**src/core/pmm_pkg.sv**
```systemverilog
// Constants and types shared by the power-managed mode controller
package pmm_pkg;

  // ----------------------------------------------------------------
  // Timing
  // ----------------------------------------------------------------
  localparam int CLK_FREQ_KHZ = 40000;
  localparam int CPU_START_DELAY_NS = 1000;
  localparam int CSD_CYC_RAW = (CPU_START_DELAY_NS * CLK_FREQ_KHZ + 999999) / 1000000;
  localparam int CPU_START_DELAY_CYC = (CSD_CYC_RAW < 1) ? 1 : CSD_CYC_RAW;
  localparam int DELAY_CNT_W = 8;

  // ----------------------------------------------------------------
  // Register map
  // ----------------------------------------------------------------
  localparam int ADDR_W = 4;
  localparam int DATA_W = 8;
  localparam logic [3:0] OSC_CTRL_ADDR = 4'h0;
  localparam logic [3:0] MODE_STAT_ADDR = 4'h1;
  localparam logic [3:0] OSC_CFG_ADDR = 4'h2;

  // Oscillator control register fields
  localparam int IDLE_BIT_POS = 7;
  localparam int SRC_SEL_LSB = 0;
  localparam int SRC_SEL_W = 2;
  localparam logic IDLE_BIT_RST = 1'h0;
  localparam logic [1:0] SRC_SEL_RST = 2'h0;

  // Mode status register fields
  localparam int STAT_MODE_LSB = 0;
  localparam int STAT_CPU_POS = 3;
  localparam int STAT_PERIPH_POS = 4;
  localparam int STAT_SRC_LSB = 5;
  localparam int STAT_PEND_POS = 7;

  // Primary oscillator configuration width
  localparam int CFG_W = 4;

  // ----------------------------------------------------------------
  // Clock sources
  // ----------------------------------------------------------------
  localparam int NUM_SRC = 3;
  localparam logic [1:0] SRC_PRI = 2'h0;
  localparam logic [1:0] SRC_SEC = 2'h1;
  localparam logic [1:0] SRC_INT = 2'h2;

  // ----------------------------------------------------------------
  // Types
  // ----------------------------------------------------------------
  typedef enum logic [2:0] {
    MODE_SLEEP,
    PRIMARY_RUN_MODE,
    SECONDARY_RUN_MODE,
    INTERNAL_RUN_MODE,
    PRIMARY_IDLE_MODE,
    SECONDARY_IDLE_MODE,
    INTERNAL_IDLE_MODE
  } pmm_mode_t;

  typedef enum logic [2:0] {
    ST_RUN,
    ST_IDLE,
    ST_CPU_DELAY,
    ST_SLEEP,
    ST_WAKE_WAIT
  } pmm_state_t;

endpackage

```
**src/core/pmm_clk_if.sv**
```systemverilog
// Interface between the mode controller and the clock source switch
`timescale 1ns/1ps
interface pmm_clk_if;
  logic [1:0] target_src; // Source requested by the controller
  logic [2:0] src_ready;  // Synchronised running flags
  logic [1:0] active_src; // Source currently feeding the enables
  logic tick;             // One pulse per active source rising edge
  logic switching;        // Switch pending

  modport ctrl (
    output target_src,
    input src_ready,
    input active_src,
    input tick,
    input switching
  );

  modport sw (
    input target_src,
    output src_ready,
    output active_src,
    output tick,
    output switching
  );
endinterface

```
**src/core/pmm_clk_switch.sv**
```systemverilog
// Glitch-free clock source selector with oscillator synchronisers
`timescale 1ns/1ps
module pmm_clk_switch (
  input wire logic clk_i,
  input wire logic nrst_i,
  input wire logic [2:0] osc_i,
  input wire logic [2:0] ready_i,
  pmm_clk_if.sw link
);

  logic [2:0] lvl_s1_q;
  logic [2:0] lvl_s2_q;
  logic [2:0] lvl_s3_q;
  logic [2:0] rdy_s1_q;
  logic [2:0] rdy_s2_q;
  logic [1:0] active_q;
  logic safe_point;

  // ----------------------------------------------------------------
  // Per-source synchronisers and edge history
  // ----------------------------------------------------------------
  genvar g;
  generate
    for (g = 0; g < pmm_pkg::NUM_SRC; g++) begin : g_src
      // Two flops per pin, third flop only for edge detection
      always_ff @(posedge clk_i or negedge nrst_i) begin
        if (!nrst_i) begin
          lvl_s1_q[g] <= 1'h0;
          lvl_s2_q[g] <= 1'h0;
          lvl_s3_q[g] <= 1'h0;
          rdy_s1_q[g] <= 1'h0;
          rdy_s2_q[g] <= 1'h0;
        end else begin
          lvl_s1_q[g] <= osc_i[g];
          lvl_s2_q[g] <= lvl_s1_q[g];
          lvl_s3_q[g] <= lvl_s2_q[g];
          rdy_s1_q[g] <= ready_i[g];
          rdy_s2_q[g] <= rdy_s1_q[g];
        end
      end
    end
  endgenerate

  // ----------------------------------------------------------------
  // Source switch
  // ----------------------------------------------------------------
  // Both sources low: old period finished, new one starts whole
  assign safe_point = !lvl_s2_q[active_q] && !lvl_s2_q[link.target_src];

  // Move only when target runs and both phases are low
  always_ff @(posedge clk_i or negedge nrst_i) begin
    if (!nrst_i) begin
      active_q <= pmm_pkg::SRC_PRI;
    end else if (link.target_src != active_q && rdy_s2_q[link.target_src] && safe_point) begin
      active_q <= link.target_src;
    end
  end

  // Tick only on a full rising edge of the active source
  assign link.tick = lvl_s2_q[active_q] && !lvl_s3_q[active_q];
  assign link.active_src = active_q;
  assign link.src_ready = rdy_s2_q;
  assign link.switching = (link.target_src != active_q);

endmodule

```
**src/core/pmm_core.sv**
```systemverilog
// Power-managed mode controller: run, idle and sleep clocking
//
// Functional notes
// - CPU clocking follows the idle-on-sleep bit and the source follows the select field.
// - The select field picks primary, Timer1 secondary or internal oscillator block.
// - Changing the select field switches to the new source at once when it runs; the selector also waits until both sources are low.
// - Idle or Sleep is entered only when the sleep instruction executes.
// - The idle-on-sleep bit is sampled when the sleep instruction executes.
// - Sleep stops CPU and peripheral clocks and disables every oscillator.
// - Select 00 in run clocks CPU and peripherals from the primary source.
// - Select 01 in run clocks CPU and peripherals from the Timer1 oscillator.
// - Select 1x in run clocks CPU and peripherals from the internal oscillator block.
// - Idle stops the CPU clock and keeps peripherals on the selected source.
// - Exactly seven modes exist: three run, three idle and sleep.
// - Wake-up leaves the idle-on-sleep bit and the select field unchanged.
// - After an idle wake the CPU waits the start delay, then runs on the idle source.
//
// Added by the designer: the address map and the strobed register port.
`timescale 1ns/1ps
module pmm_core (
  input wire logic CLOCK_I,
  input wire logic NRST_I,
  input wire logic [3:0] ADDR_I,
  input wire logic [7:0] WDATA_I,
  input wire logic WR_I,
  input wire logic RD_I,
  output logic [7:0] RDATA_O,
  input wire logic SLEEP_EXEC_I,
  input wire logic WAKE_I,
  input wire logic [3:0] PRIMARY_OSC_CONFIG_I,
  input wire logic [2:0] OSC_I,
  input wire logic [2:0] OSC_READY_I,
  output logic CPU_CLK_EN_O,
  output logic PERIPH_CLK_EN_O,
  output logic CPU_HOLD_O,
  output logic [2:0] OSC_EN_O,
  output logic [2:0] MODE_O,
  output logic [1:0] ACTIVE_SRC_O
);

  // ----------------------------------------------------------------
  // Declarations
  // ----------------------------------------------------------------
  pmm_clk_if link ();

  logic idle_on_sleep_bit_q;
  logic [1:0] clock_source_select_q;
  pmm_pkg::pmm_state_t state_q;
  logic [7:0] delay_cnt_q;
  pmm_pkg::pmm_mode_t mode_q;
  pmm_pkg::pmm_mode_t mode_d;
  logic cpu_en_q;
  logic periph_en_q;
  logic cpu_hold_q;
  logic [2:0] osc_en_q;
  logic [2:0] osc_en_d;
  logic [7:0] rdata_q;
  logic [7:0] rdata_d;
  logic [3:0] cfg_s1_q;
  logic [3:0] cfg_s2_q;
  logic [1:0] target_src;
  logic cpu_on;
  logic periph_on;
  logic ctrl_wr;
  logic [7:0] stat_word;

  // ----------------------------------------------------------------
  // Source decode
  // ----------------------------------------------------------------
  // 00 primary, 01 Timer1, 1x internal block
  always_comb begin
    if (clock_source_select_q[1]) begin
      target_src = pmm_pkg::SRC_INT;
    end else if (clock_source_select_q[0]) begin
      target_src = pmm_pkg::SRC_SEC;
    end else begin
      target_src = pmm_pkg::SRC_PRI;
    end
  end

  assign link.target_src = target_src;

  // ----------------------------------------------------------------
  // Clock source switch
  // ----------------------------------------------------------------
  // Selector picks the active source without short pulses
  pmm_clk_switch u_switch (
    .clk_i(CLOCK_I),
    .nrst_i(NRST_I),
    .osc_i(OSC_I),
    .ready_i(OSC_READY_I),
    .link(link)
  );

  // ----------------------------------------------------------------
  // Oscillator control register
  // ----------------------------------------------------------------
  assign ctrl_wr = WR_I && (ADDR_I == pmm_pkg::OSC_CTRL_ADDR);

  // Idle bit changes only by a software write, never by a wake
  always_ff @(posedge CLOCK_I or negedge NRST_I) begin
    if (!NRST_I) begin
      idle_on_sleep_bit_q <= pmm_pkg::IDLE_BIT_RST;
    end else if (ctrl_wr) begin
      idle_on_sleep_bit_q <= WDATA_I[pmm_pkg::IDLE_BIT_POS];
    end
  end

  // Select field likewise; a new value starts a source switch
  always_ff @(posedge CLOCK_I or negedge NRST_I) begin
    if (!NRST_I) begin
      clock_source_select_q <= pmm_pkg::SRC_SEL_RST;
    end else if (ctrl_wr) begin
      clock_source_select_q <= WDATA_I[pmm_pkg::SRC_SEL_LSB +: pmm_pkg::SRC_SEL_W];
    end
  end

  // ----------------------------------------------------------------
  // Primary oscillator configuration strap
  // ----------------------------------------------------------------
  // Strap pins pass two flops before being read back
  always_ff @(posedge CLOCK_I or negedge NRST_I) begin
    if (!NRST_I) begin
      cfg_s1_q <= 4'h0;
      cfg_s2_q <= 4'h0;
    end else begin
      cfg_s1_q <= PRIMARY_OSC_CONFIG_I;
      cfg_s2_q <= cfg_s1_q;
    end
  end

  // ----------------------------------------------------------------
  // Power mode sequencer
  // ----------------------------------------------------------------
  // Sleep instruction samples the idle bit; wakes return to run
  always_ff @(posedge CLOCK_I or negedge NRST_I) begin
    if (!NRST_I) begin
      state_q <= pmm_pkg::ST_RUN;
      delay_cnt_q <= 8'h00;
    end else begin
      case (state_q)
        pmm_pkg::ST_RUN: begin
          // Low-power entry only on the sleep instruction
          if (SLEEP_EXEC_I) begin
            if (idle_on_sleep_bit_q) begin
              state_q <= pmm_pkg::ST_IDLE;
            end else begin
              state_q <= pmm_pkg::ST_SLEEP;
            end
          end
        end
        pmm_pkg::ST_IDLE: begin
          // Wake starts the CPU start delay
          if (WAKE_I) begin
            state_q <= pmm_pkg::ST_CPU_DELAY;
            delay_cnt_q <= 8'(pmm_pkg::CPU_START_DELAY_CYC - 1);
          end
        end
        pmm_pkg::ST_CPU_DELAY: begin
          // CPU held for the start delay, then runs on the idle source
          if (delay_cnt_q == 8'h00) begin
            state_q <= pmm_pkg::ST_RUN;
          end else begin
            delay_cnt_q <= delay_cnt_q - 8'h01;
          end
        end
        pmm_pkg::ST_SLEEP: begin
          if (WAKE_I) begin
            state_q <= pmm_pkg::ST_WAKE_WAIT;
          end
        end
        pmm_pkg::ST_WAKE_WAIT: begin
          // No clocks until the selected source runs again
          if (!link.switching && link.src_ready[target_src]) begin
            state_q <= pmm_pkg::ST_RUN;
          end
        end
        default: begin
          state_q <= pmm_pkg::ST_RUN;
        end
      endcase
    end
  end

  // ----------------------------------------------------------------
  // Clock gating
  // ----------------------------------------------------------------
  // CPU only in run; peripherals in run, idle and the start delay
  assign cpu_on = (state_q == pmm_pkg::ST_RUN);
  assign periph_on = (state_q == pmm_pkg::ST_RUN) ||
                     (state_q == pmm_pkg::ST_IDLE) ||
                     (state_q == pmm_pkg::ST_CPU_DELAY);

  // Whole-period CPU pulses from the active source
  always_ff @(posedge CLOCK_I or negedge NRST_I) begin
    if (!NRST_I) begin
      cpu_en_q <= 1'h0;
    end else begin
      cpu_en_q <= link.tick && cpu_on;
    end
  end

  // Peripheral pulses, also in idle and the start delay
  always_ff @(posedge CLOCK_I or negedge NRST_I) begin
    if (!NRST_I) begin
      periph_en_q <= 1'h0;
    end else begin
      periph_en_q <= link.tick && periph_on;
    end
  end

  // CPU hold flag outside run
  always_ff @(posedge CLOCK_I or negedge NRST_I) begin
    if (!NRST_I) begin
      cpu_hold_q <= 1'h0;
    end else begin
      cpu_hold_q <= !cpu_on;
    end
  end

  // ----------------------------------------------------------------
  // Oscillator enables
  // ----------------------------------------------------------------
  // Sleep stops all; wake wait runs the target only; otherwise target and active source run
  always_comb begin
    osc_en_d = 3'h0;
    case (state_q)
      pmm_pkg::ST_SLEEP: begin
        osc_en_d = 3'h0;
      end
      pmm_pkg::ST_WAKE_WAIT: begin
        osc_en_d[target_src] = 1'h1;
      end
      default: begin
        osc_en_d[target_src] = 1'h1;
        osc_en_d[link.active_src] = 1'h1;
      end
    endcase
  end

  // Reset keeps only the primary oscillator running
  always_ff @(posedge CLOCK_I or negedge NRST_I) begin
    if (!NRST_I) begin
      osc_en_q <= 3'h1;
    end else begin
      osc_en_q <= osc_en_d;
    end
  end

  // ----------------------------------------------------------------
  // Mode report
  // ----------------------------------------------------------------
  // Seven modes from sequencer state and active source
  always_comb begin
    mode_d = pmm_pkg::MODE_SLEEP;
    case (state_q)
      pmm_pkg::ST_RUN: begin
        case (link.active_src)
          pmm_pkg::SRC_SEC: mode_d = pmm_pkg::SECONDARY_RUN_MODE;
          pmm_pkg::SRC_INT: mode_d = pmm_pkg::INTERNAL_RUN_MODE;
          default: mode_d = pmm_pkg::PRIMARY_RUN_MODE;
        endcase
      end
      pmm_pkg::ST_IDLE, pmm_pkg::ST_CPU_DELAY: begin
        case (link.active_src)
          pmm_pkg::SRC_SEC: mode_d = pmm_pkg::SECONDARY_IDLE_MODE;
          pmm_pkg::SRC_INT: mode_d = pmm_pkg::INTERNAL_IDLE_MODE;
          default: mode_d = pmm_pkg::PRIMARY_IDLE_MODE;
        endcase
      end
      default: begin
        mode_d = pmm_pkg::MODE_SLEEP;
      end
    endcase
  end

  // Registered mode for the pin and the status word
  always_ff @(posedge CLOCK_I or negedge NRST_I) begin
    if (!NRST_I) begin
      mode_q <= pmm_pkg::PRIMARY_RUN_MODE;
    end else begin
      mode_q <= mode_d;
    end
  end

  // ----------------------------------------------------------------
  // Status word
  // ----------------------------------------------------------------
  // Mode, clocking, active source and pending switch in one byte
  always_comb begin
    stat_word = 8'h00;
    stat_word[pmm_pkg::STAT_MODE_LSB +: 3] = mode_q;
    stat_word[pmm_pkg::STAT_CPU_POS] = cpu_on;
    stat_word[pmm_pkg::STAT_PERIPH_POS] = periph_on;
    stat_word[pmm_pkg::STAT_SRC_LSB +: 2] = link.active_src;
    stat_word[pmm_pkg::STAT_PEND_POS] = link.switching;
  end

  // ----------------------------------------------------------------
  // Register read port
  // ----------------------------------------------------------------
  // Read mux; unmapped addresses and reserved bits read zero
  always_comb begin
    rdata_d = 8'h00;
    case (ADDR_I)
      pmm_pkg::OSC_CTRL_ADDR: begin
        rdata_d[pmm_pkg::IDLE_BIT_POS] = idle_on_sleep_bit_q;
        rdata_d[pmm_pkg::SRC_SEL_LSB +: pmm_pkg::SRC_SEL_W] = clock_source_select_q;
      end
      pmm_pkg::MODE_STAT_ADDR: begin
        rdata_d = stat_word;
      end
      pmm_pkg::OSC_CFG_ADDR: begin
        rdata_d[pmm_pkg::CFG_W - 1:0] = cfg_s2_q;
      end
      default: begin
        rdata_d = 8'h00;
      end
    endcase
  end

  // Data stands only in the cycle after the read strobe
  always_ff @(posedge CLOCK_I or negedge NRST_I) begin
    if (!NRST_I) begin
      rdata_q <= 8'h00;
    end else if (RD_I) begin
      rdata_q <= rdata_d;
    end else begin
      rdata_q <= 8'h00;
    end
  end

  // ----------------------------------------------------------------
  // Outputs
  // ----------------------------------------------------------------
  assign RDATA_O = rdata_q;
  assign CPU_CLK_EN_O = cpu_en_q;
  assign PERIPH_CLK_EN_O = periph_en_q;
  assign CPU_HOLD_O = cpu_hold_q;
  assign OSC_EN_O = osc_en_q;
  assign MODE_O = mode_q;
  assign ACTIVE_SRC_O = link.active_src; // Flop inside the selector

endmodule

```
**config.mk**
```make
export PLATFORM = sky130hd
export DESIGN_NAME = pmm_core
export DESIGN_NICKNAME = d
export VERILOG_FILES = /design/src/core/pmm_pkg.sv /design/src/core/pmm_clk_if.sv /design/src/core/pmm_clk_switch.sv /design/src/core/pmm_core.sv
export SDC_FILE = /design/constraint.sdc
export NUM_CORES = 1
export LEC_CHECK = 0
export ABC_AREA = 0
export BUFFER_PORTS_ARGS = -buffer_cell sky130_fd_sc_hd__buf_2
export CAP_MARGIN = 30
export CORE_MARGIN = 2
export CORE_UTILIZATION = 47
export CTS_CLUSTER_SIZE = 12
export DETAILED_ROUTE_END_ITERATION = 16
export HOLD_SLACK_MARGIN = 0.08
export PLACE_DENSITY = 0.7
export REMOVE_ABC_BUFFERS = 1
export SETUP_SLACK_MARGIN = 0.15
export SYNTH_ARGS = -nofsm -noshare
export SYNTH_HDL_FRONTEND = slang
export SYNTH_HIERARCHICAL = 1
export SYNTH_SLANG_ARGS = --single-unit
```
**constraint.sdc**
```tcl
create_clock -name CLOCK_I -period 2.3 [get_ports CLOCK_I]
set_input_delay 0.115 -clock CLOCK_I [delete_from_list [all_inputs] [get_ports CLOCK_I]]
set_output_delay 0.115 -clock CLOCK_I [all_outputs]
set_load 0.02 [all_outputs]
```
# [Yosys cells after proc, flatten, opt, wreduce, memory -nomap -nowiden]
# Index checks and enable logic that the tools add are counted.
[op_classes] n_eq_ne=15 bitwise=1 mux=33 n_addsub=1 order_cmp=4 reduce_logical=24
[op_table] operator="8-bit 2-to-1 mux" n=3
[op_table] operator="3-bit 2-to-1 mux" n=6
[op_table] operator="8-bit case mux with 2 select lines" n=1
[op_table] operator="3-bit case mux with 5 select lines" n=1
[op_table] operator="2-bit inequality test (second input constant)" n=6
[op_table] operator="2-bit case mux with 2 select lines" n=3
[op_table] operator="3-bit case mux with 2 select lines" n=2
[op_table] operator="1-bit logical AND" n=10
[op_table] operator="1-bit binary-select mux with 2-bit select" n=4
[op_table] operator="8-bit zero test" n=1
[op_table] operator="8-bit by 1-bit subtractor with 8-bit output (second input constant)" n=1
[op_table] operator="1-bit 2-to-1 mux" n=7
[op_table] operator="3-bit by 2-bit equality test with 1-bit output (second input constant)" n=2
[op_table] operator="2-bit by 3-bit < comparator with 1-bit output (second input constant)" n=2
[op_table] operator="2-bit case mux with 3 select lines" n=1
[op_table] operator="1-bit zero test" n=5
[op_table] operator="5-bit AND reduction" n=1
[op_table] operator="1-bit demux with 2-bit select" n=2
[op_table] operator="4-bit by 1-bit equality test with 1-bit output (second input constant)" n=1
[op_table] operator="4-bit by 2-bit equality test with 1-bit output (second input constant)" n=1
[op_table] operator="2-bit by 1-bit >= comparator with 1-bit output (second input constant)" n=2
[op_table] operator="4-bit zero test" n=1
[op_table] operator="2-bit 2-to-1 mux" n=2
[op_table] operator="3-bit by 1-bit equality test with 1-bit output (second input constant)" n=1
[op_table] operator="11 further kinds" n=12
[word_totals] reg_bits=56 wordCells=106 in_bits=28 output_inout_bits=19

# [Longest topological paths before layout]
# Gate-level depths: netlist (run 1).
[depth] word_depth=8 depth_mapped=6 mapped_depth_nobuf=5

# [By module]
# Netlist (run 1), hierarchy kept.
[modules_own_cells] module="pmm_core" instances=1 seq_area_each_um2=978.4 cells_per_inst=152 area_per_inst_um2=1736.7
[modules_own_cells] module="pmm_clk_switch" instances=1 seq_area_each_um2=425.4 cells_per_inst=40 area_per_inst_um2=603.1

# [Least setup slack after synthesis (run 1)]
# OpenSTA, ideal clock, no wires.
[synth_timing] kind="reg2reg" start="reg u_switch.active_q[0] (netlist: u_switch/link.active_src[0])" end="reg u_switch.active_q[0] (netlist: u_switch/link.active_src[0])" path_slack_ns=0.503 t_arrival_ns=1.672 path_buffers=1 synth_period_minus_slack_ns=1.797 required_time_ns=2.175 setup_time_ns=0.125 path_stages_with_launch=7 cell_sequence="dfrtp_1 -> buf_6 -> nor2b_4 -> or3b_1 -> a21oi_1 -> and3_4 -> mux2_4"
[synth_via] elab_chain_cells=5 elab_cells_between_ends=7 classes_between="1 x eq/ne; 2 x mux; 4 x reduce/logical"
[synth_lines] item="start: declaration" line_no="pmm_clk_switch.sv:16" source="logic [1:0] active_q;"
[synth_lines] item="start signal: assignment" line_no="pmm_clk_switch.sv:53" source="active_q <= pmm_pkg::SRC_PRI;"
[synth_lines] item="start signal: assignment" line_no="pmm_clk_switch.sv:55" source="active_q <= link.target_src;"
[synth_lines] item="1-bit binary-select mux with 2-bit select" line_no="pmm_clk_switch.sv:48" source="assign safe_point = !lvl_s2_q[active_q] && !lvl_s2_q[link.target_src];"
[synth_lines] item="1-bit 2-to-1 mux (not written as such)" line_no="pmm_clk_switch.sv:48"
[synth_lines] item="1-bit zero test" line_no="pmm_clk_switch.sv:48"
[synth_lines] item="1-bit logical AND" line_no="pmm_clk_switch.sv:48"
[synth_lines] item="1-bit logical AND *" line_no="pmm_clk_switch.sv:54" source="end else if (link.target_src != active_q && rdy_s2_q[link.target_src] && safe_point) begin"
# Mark *: on every way between the ends. The rest lies on a longest branch, timed or not. The select of a mux whose other input is x is not followed.
# A chain may end at the register's enable or synchronous reset.

# [Worst setup path after layout (run 1)]
[layout_timing] start="in ADDR_I[1]" end="reg clock_source_select_q[1]"
[layout_via] elab_chain_cells=2
[layout_lines] item="start: declaration" line_no="pmm_core.sv:23" source="input wire logic [3:0] ADDR_I,"
[layout_lines] item="4-bit zero test" line_no="pmm_core.sv:98" source="assign ctrl_wr = WR_I && (ADDR_I == pmm_pkg::OSC_CTRL_ADDR);"
[layout_lines] item="1-bit logical AND" line_no="pmm_core.sv:98"
[layout_lines] item="end signal: assignment" line_no="pmm_core.sv:112" source="clock_source_select_q <= pmm_pkg::SRC_SEL_RST;"
[layout_lines] item="end signal: assignment" line_no="pmm_core.sv:114" source="clock_source_select_q <= WDATA_I[pmm_pkg::SRC_SEL_LSB +: pmm_pkg::SRC_SEL_W];"
[layout_lines] item="end: declaration" line_no="pmm_core.sv:47" source="logic [1:0] clock_source_select_q;"
# Every way passes these cells.

==> results of run 1 <==
[cell usage after synthesis (2+ instances only)]
cell type,n,area share [%]
a211oi_1,2,0.64
a21oi_1,9,1.9
a22oi_1,2,0.64
and2_1,2,0.53
buf_2,2,0.43
clkbuf_1,2,0.32
dfrtp_1,54,58
dfstp_2,2,2.2
ha_1,7,3.7
inv_1,10,1.6
mux2_2,2,0.96
mux2_4,2,1.3
mux2i_1,13,5.6
nand2_1,10,1.6
nand3_1,2,0.43
nor2_1,19,3.0
nor2b_1,4,1.1
nor3_1,4,0.86
nor3b_1,3,0.96
nor4_1,2,0.53
o211ai_1,4,1.3
o21ai_0,3,0.64
or2_2,3,0.80
or3_1,2,0.53
or3b_2,2,0.75
xnor2_1,3,1.1
[registers in the layout, summed over array words and instances (netlist names)]
register	count
RDATA_O	8
OSC_EN_O	3
cfg_s2_q	4
u_switch/lvl_s3_q	3
PERIPH_CLK_EN_O	1
u_switch/lvl_s2_q	3
CPU_CLK_EN_O	1
clock_source_select_q	2
idle_on_sleep_bit_q	1
delay_cnt_q	8
CPU_HOLD_O	1
u_switch/lvl_s1_q	3
u_switch/link.src_ready	3
MODE_O	3
u_switch/rdy_s1_q	3
cfg_s1_q	4
state_q	3
u_switch/link.active_src	2
[cell families (layout without fill, tap and decap cells)]
kind of cell | Yosys count | after routing | synth area share (%)
muxes | 17 | 17 | 7.81
adders and majority gates | 7 | 7 | 3.74
DFF | 56 | 56 | 60.0
and+or+nand+nor | 65 | 65 | 16.3
AOI/OAI and AO/OA | 29 | 29 | 8.24
xor gates and xnor gates | 3 | 3 | 1.12
buffers and inverters | 15 | 81 | 2.83
[worst min-delay path by stage]
stage	startpoint	end	slack, ps	cells past startpoint
finish	RD_I	RDATA_O[5]	110	3
global placement	NRST_I	RDATA_O[2]	200	1
global route	RD_I	RDATA_O[6]	110	3
floorplan	NRST_I	CPU_CLK_EN_O	-180	0
CTS	RD_I	RDATA_O[6]	100	3
detailed placement	NRST_I	RDATA_O[2]	200	1
[critical path: stages]
cell,delay (ps)
dlygate4sd3_1,530
buf_2,170
nor4_1,580
nand3_1,140
dlygate4sd3_1,570
o21ai_0,70
[per-stage QoR]
step	setup slack, ps	total power, mW	instance area (um2)
final	373	3.12	2910
after CTS	341	3.15	2910
after detailed placement	494	2.56	2640
after global placement	501	2.53	2640
after global routing	204	3.34	2910
after floorplan	485	2.22	2310
[cell type report]
cell class | instances | area [um2]
clock buffers | 5 | 68.8
clock inverters | 3 | 28.8
fillers | 391 | 1850
inverters | 10 | 37.5
multi-input cells | 121 | 870
flip-flops and latches | 56 | 1400
well taps | 67 | 83.8
repair buffers | 63 | 413
[repair_timing]
item,in CTS,in global routing
gates resized for setup,0,0
hold buffers,17,0
endpoints found under the hold margin,46,0
[routing by layer]
metal | part of all wire [%] | vias to the layer above | wire, um | global-route usage [%]
li1 | - | 794 | - | -
met1 | 48 | 749 | 1890 | 20.6
met2 | 46 | 45 | 1820 | 24.6
met3 | 5.0 | 5 | 199 | 4.20
met4 | 0.96 | 0 | 38 | 5.16
met5 | 0 | - | 0 | 0
[where the power goes]
group	switching, mW	internal, mW
clock network	0.335	0.230
logic	0.606	0.520
registers	0.217	1.21
total	1.16	1.96
==> flow_summary.yaml, run 1 <==
sta:
  slew_headroom_pct: 53.2
  setup-violations-final: 0
  fin_crit_ps: 1930
  fin_crit_sh_pct: 83.8
  hold_slack_ps: 109
  setup-tns-final_ps: 0
  rsz0062_at_grt: "no"
  final-hold-violation-count: 0
  fmax_mhz: 519
  fin_worst_skew_ps: 6.81
  tightest_slew_ps: 703
  slew_violations: 0
detailed_routing:
  wl_per_cell_um: 12.1
  drt_first_iter_violations: 69
  viasPerCell: 4.90
  detail-route-antenna-nets: 0
  wl_um: 3950
  drc: 0
  firstDrtPassIters: 4
  vias: 1593
die:
  die-area_um2: 5560
  rows: 25
  die_h_um: 74.6
  core_um2: 4750
  start_util_pct: 49.2
  ioPinCount: 47
  die_w_um: 74.6
clock_network:
  cts_buffers: 5
  cts_tree: "done"
  path_clk_slew_ps: 110
  clk_latency_ps: 310
  clock-sinks: 56
  cts_setup_buffers: 0
  cts_root_buffer: "clkbuf_8"
  clock_path_buffers: 2
  cts_max_level: 2
setup_path:
  endpoint: "clock_source_select_q[1]"
  worstSetupPathType: "in2reg"
  cp-start-kind: "primary input"
  ff2ff_path_depth: 5
  end_kind: "flip-flop"
  cp.required_ps: 2540
  reg2reg_slack_ps: 470
  startpoint: "ADDR_I[1]"
  r2r-end: "u_switch/link.active_src[0]"
  timing.rr.start: "u_switch/link.active_src[0]"
  cp_max_fo: 6
  cp_data_arrival_time_ps: 2170
worst_hold_path:
  hp-class: "in2reg"
finish:
  syn_to_final_growth_pct: 24.2
  final_cells: 325
  final_common_cell: "dfrtp_1"
  fin_util_pct: 61.1
  finalNetCount: 292
  drive_gt1_share_pct: 27.1
  final_cell_mix: "54 x dfrtp_1, 41 x buf_2, 19 x nor2_1"
  antennaDiodeCount: 0
pwr:
  vdd_drop_max_mv: 0.432
  powerDensity_nw_per_um2: 1070
  p_leak_nw: 1.38
yosys:
  synth_enable_flop_cells: 0
  syn_avg_cell_area_um2: 12.2
  ys_seq_area_share_pct: 60.0
  yosysUniqueCellTypes: 48
  ys_warn_count: 6
  synth_area_um2: 2340
  ys_ff_latch: 56
  synth_cells: 192
  ys.flop_type: "dfrtp_1"
  synthArstFlopShare_pct: 100
placed_design:
  gp_congestion: 0.819
  dp.cells: 300
  dp_hpwl_um: 2860
  io_buffer_count: 41
job:
  maxCapViolCount: 0
run_status:
  status: "finished, final reports clean"
global_routing:
  grt_pass1_vias: 1462
  antenna_found_initial: 0
  grt_overflow_total: 0
  grt_pass1_wl_um: 6460
  grt_start_max_net_pins: 35
  grt_use_total_pct: 15.4
Note: power is estimated with default switching activity, not from simulation.
==> inputs of run 2 (changes only) <==
--- a/config.mk
+++ b/config.mk
@@ -13,7 +13,7 @@
 export CTS_CLUSTER_SIZE = 12
 export DETAILED_ROUTE_END_ITERATION = 16
 export HOLD_SLACK_MARGIN = 0.08
-export PLACE_DENSITY = 0.7
+export PLACE_DENSITY = 0.73
 export REMOVE_ABC_BUFFERS = 1
 export SETUP_SLACK_MARGIN = 0.15
 export SYNTH_ARGS = -nofsm -noshare
==> constraint.sdc (replaced) <==
create_clock -name CLOCK_I -period 1.66 [get_ports CLOCK_I]
set_input_delay 0.083 -clock CLOCK_I [delete_from_list [all_inputs] [get_ports CLOCK_I]]
set_output_delay 0.083 -clock CLOCK_I [all_outputs]
set_load 0.02 [all_outputs]
==> flow_summary.yaml, run 2 (same netlist as run 1, synthesis figures left out) <==
setup_path:
  cp_top_family: "simple AND/OR/NAND/NOR gates"
  crit_chain: "nor2b_4 -> or3b_4 -> a21oi_2 -> and3_4 -> mux2_4"
  cp-start-kind: "flip-flop"
  ff2ff_path_depth: 5
  cpMaxStageDelayCell: "dfrtp_1"
  crit_buf_inv: 0
  cp_max_fo: 3
  cp.required_ps: 1860
  reg2reg_slack_ps: 40
  max_stage_delay_ps: 390
  r2r-end: "u_switch/link.active_src[0]"
  end_kind: "flip-flop"
  cp_data_arrival_time_ps: 1820
  timing.rr.start: "u_switch/link.active_src[1]"
  worstSetupPathType: "reg2reg"
sta:
  setup-violations-final: 0
  slew_violations: 0
  final-hold-violation-count: 0
  fin_worst_skew_ps: 6.26
  setup_ws_ps: 42.5
  setup-tns-final_ps: 0
  hold_slack_ps: 98.6
  fin_crit_sh_pct: 97.4
  tightest_slew_ps: 455
  slew_headroom_pct: 69.4
  rsz0062_at_grt: "yes"
  fmax_mhz: 618
  fin_crit_ps: 1620
worst_hold_path:
  min_to: "state_q[2]"
  min_path_cells: 3
  hp-start: "WAKE_I"
  hp-class: "in2reg"
die:
  core_um2: 4750
  rows: 25
  die_w_um: 74.6
  start_util_pct: 49.2
  die-area_um2: 5560
  ioPinCount: 47
  die_h_um: 74.6
detailed_routing:
  viasPerCell: 4.79
  drt_first_iter_violations: 91
  vias: 1653
  drc: 0
  detail-route-antenna-nets: 0
  firstDrtPassIters: 4
  wl_per_cell_um: 12.9
  wl_um: 4460
finish:
  n_fill_cell: 379
  multi_input_area_um2: 927
  final_cells: 345
  ff_latch_area_um2: 1410
  fin_area_um2: 3130
  final_common_cell: "dfrtp_1"
  antennaDiodeCount: 0
  final_cell_mix: "53 x dfrtp_1, 41 x buf_2, 22 x buf_4"
  finalNetCount: 312
  fin_util_pct: 65.8
  syn_to_final_growth_pct: 33.6
  drive_gt1_share_pct: 35.6
clock_network:
  path_clk_slew_ps: 100
  cts_max_level: 2
  clk_latency_ps: 310
  cts_root_buffer: "clkbuf_8"
  cts_tree: "done"
  clock_path_buffers: 2
  cts_buffers: 5
  clock-sinks: 56
pwr:
  p_total_mw: 4.78
  p_leak_nw: 1.49
  vdd_drop_max_mv: 0.585
  powerDensity_nw_per_um2: 1530
run_status:
  status: "finished, final reports clean"
placed_design:
  dp_hpwl_um: 3060
  placed_cell_area_um2: 2740
  gp_congestion: 0.827
  dpl_worst_slack_ps: 3.01
  dp.cells: 312
  io_buffer_count: 41
global_routing:
  grt_pass1_vias: 1577
  antenna_found_initial: 0
  grt_use_total_pct: 18.0
  grt_overflow_total: 0
  grt_pass1_wl_um: 7310
  grt_start_max_net_pins: 38
job:
  maxCapViolCount: 0
run 2: cell count changes in the layout (fill, tap and decap cells not counted), sizes merged:
cell and change:
inv -2, buf +19, dlygate4sd3 +1, clkinv +2
run 2: where the power goes:
group	switching [mW]	internal [mW]	leakage [nW]
combinational	1.12	1.07	0.762
sequential	0.164	1.68	0.680
clock	0.446	0.303	0.0485
total	1.73	3.05	1.49
run 2: routing by layer:
| layer | share of wire [%] | GRT usage, % |
|---|---|---|
| met5 | 0 | 0 |
| met4 | 1.7 | 8.13 |
| met3 | 3.9 | 3.25 |
| met2 | 47 | 29.3 |
| met1 | 47 | 23.4 |
run 2: worst min-delay path, cell delays in order:
cell and delay (ps):
buf_2 130, nand4b_1 90, o21ai_0 70
run 2: timing repair:
| item | CTS | global route |
|---|---|---|
| setup endpoints to repair | 11 | 11 |
| buffers inserted | 5 | 2 |
| resized for setup | 13 | 3 |
| hold buffers | 18 | 0 |
| cloned | 0 | 0 |
| pin swaps | 8 | 6 |
| hold endpoints to repair | 37 | 0 |
run 2: worst max path at each step:
stage | start | endpoint | slack, ps | cells past startpoint
final | u_switch/link.active_src[1] | u_switch/link.active_src[0] | 40 | 5
after global placement | delay_cnt_q[0] | delay_cnt_q[1] | 30 | 5
after CTS | u_switch/link.active_src[1] | u_switch/link.active_src[0] | 40 | 5
after detailed placement | delay_cnt_q[0] | delay_cnt_q[0] | 3 | 5
after global routing | u_switch/link.active_src[1] | u_switch/link.active_src[0] | -2 | 5
after floorplan | u_switch/link.active_src[0] | u_switch/link.active_src[0] | -160 | 5
run 2: final cells by class:
type	count	share of cell area, %
tap	67	2.68
sequential	56	44.9
clock inverter	3	0.720
timing repair buffer	83	18.6
clock buffer	5	2.20
multi-input combinational	121	29.7
inverter	10	1.20
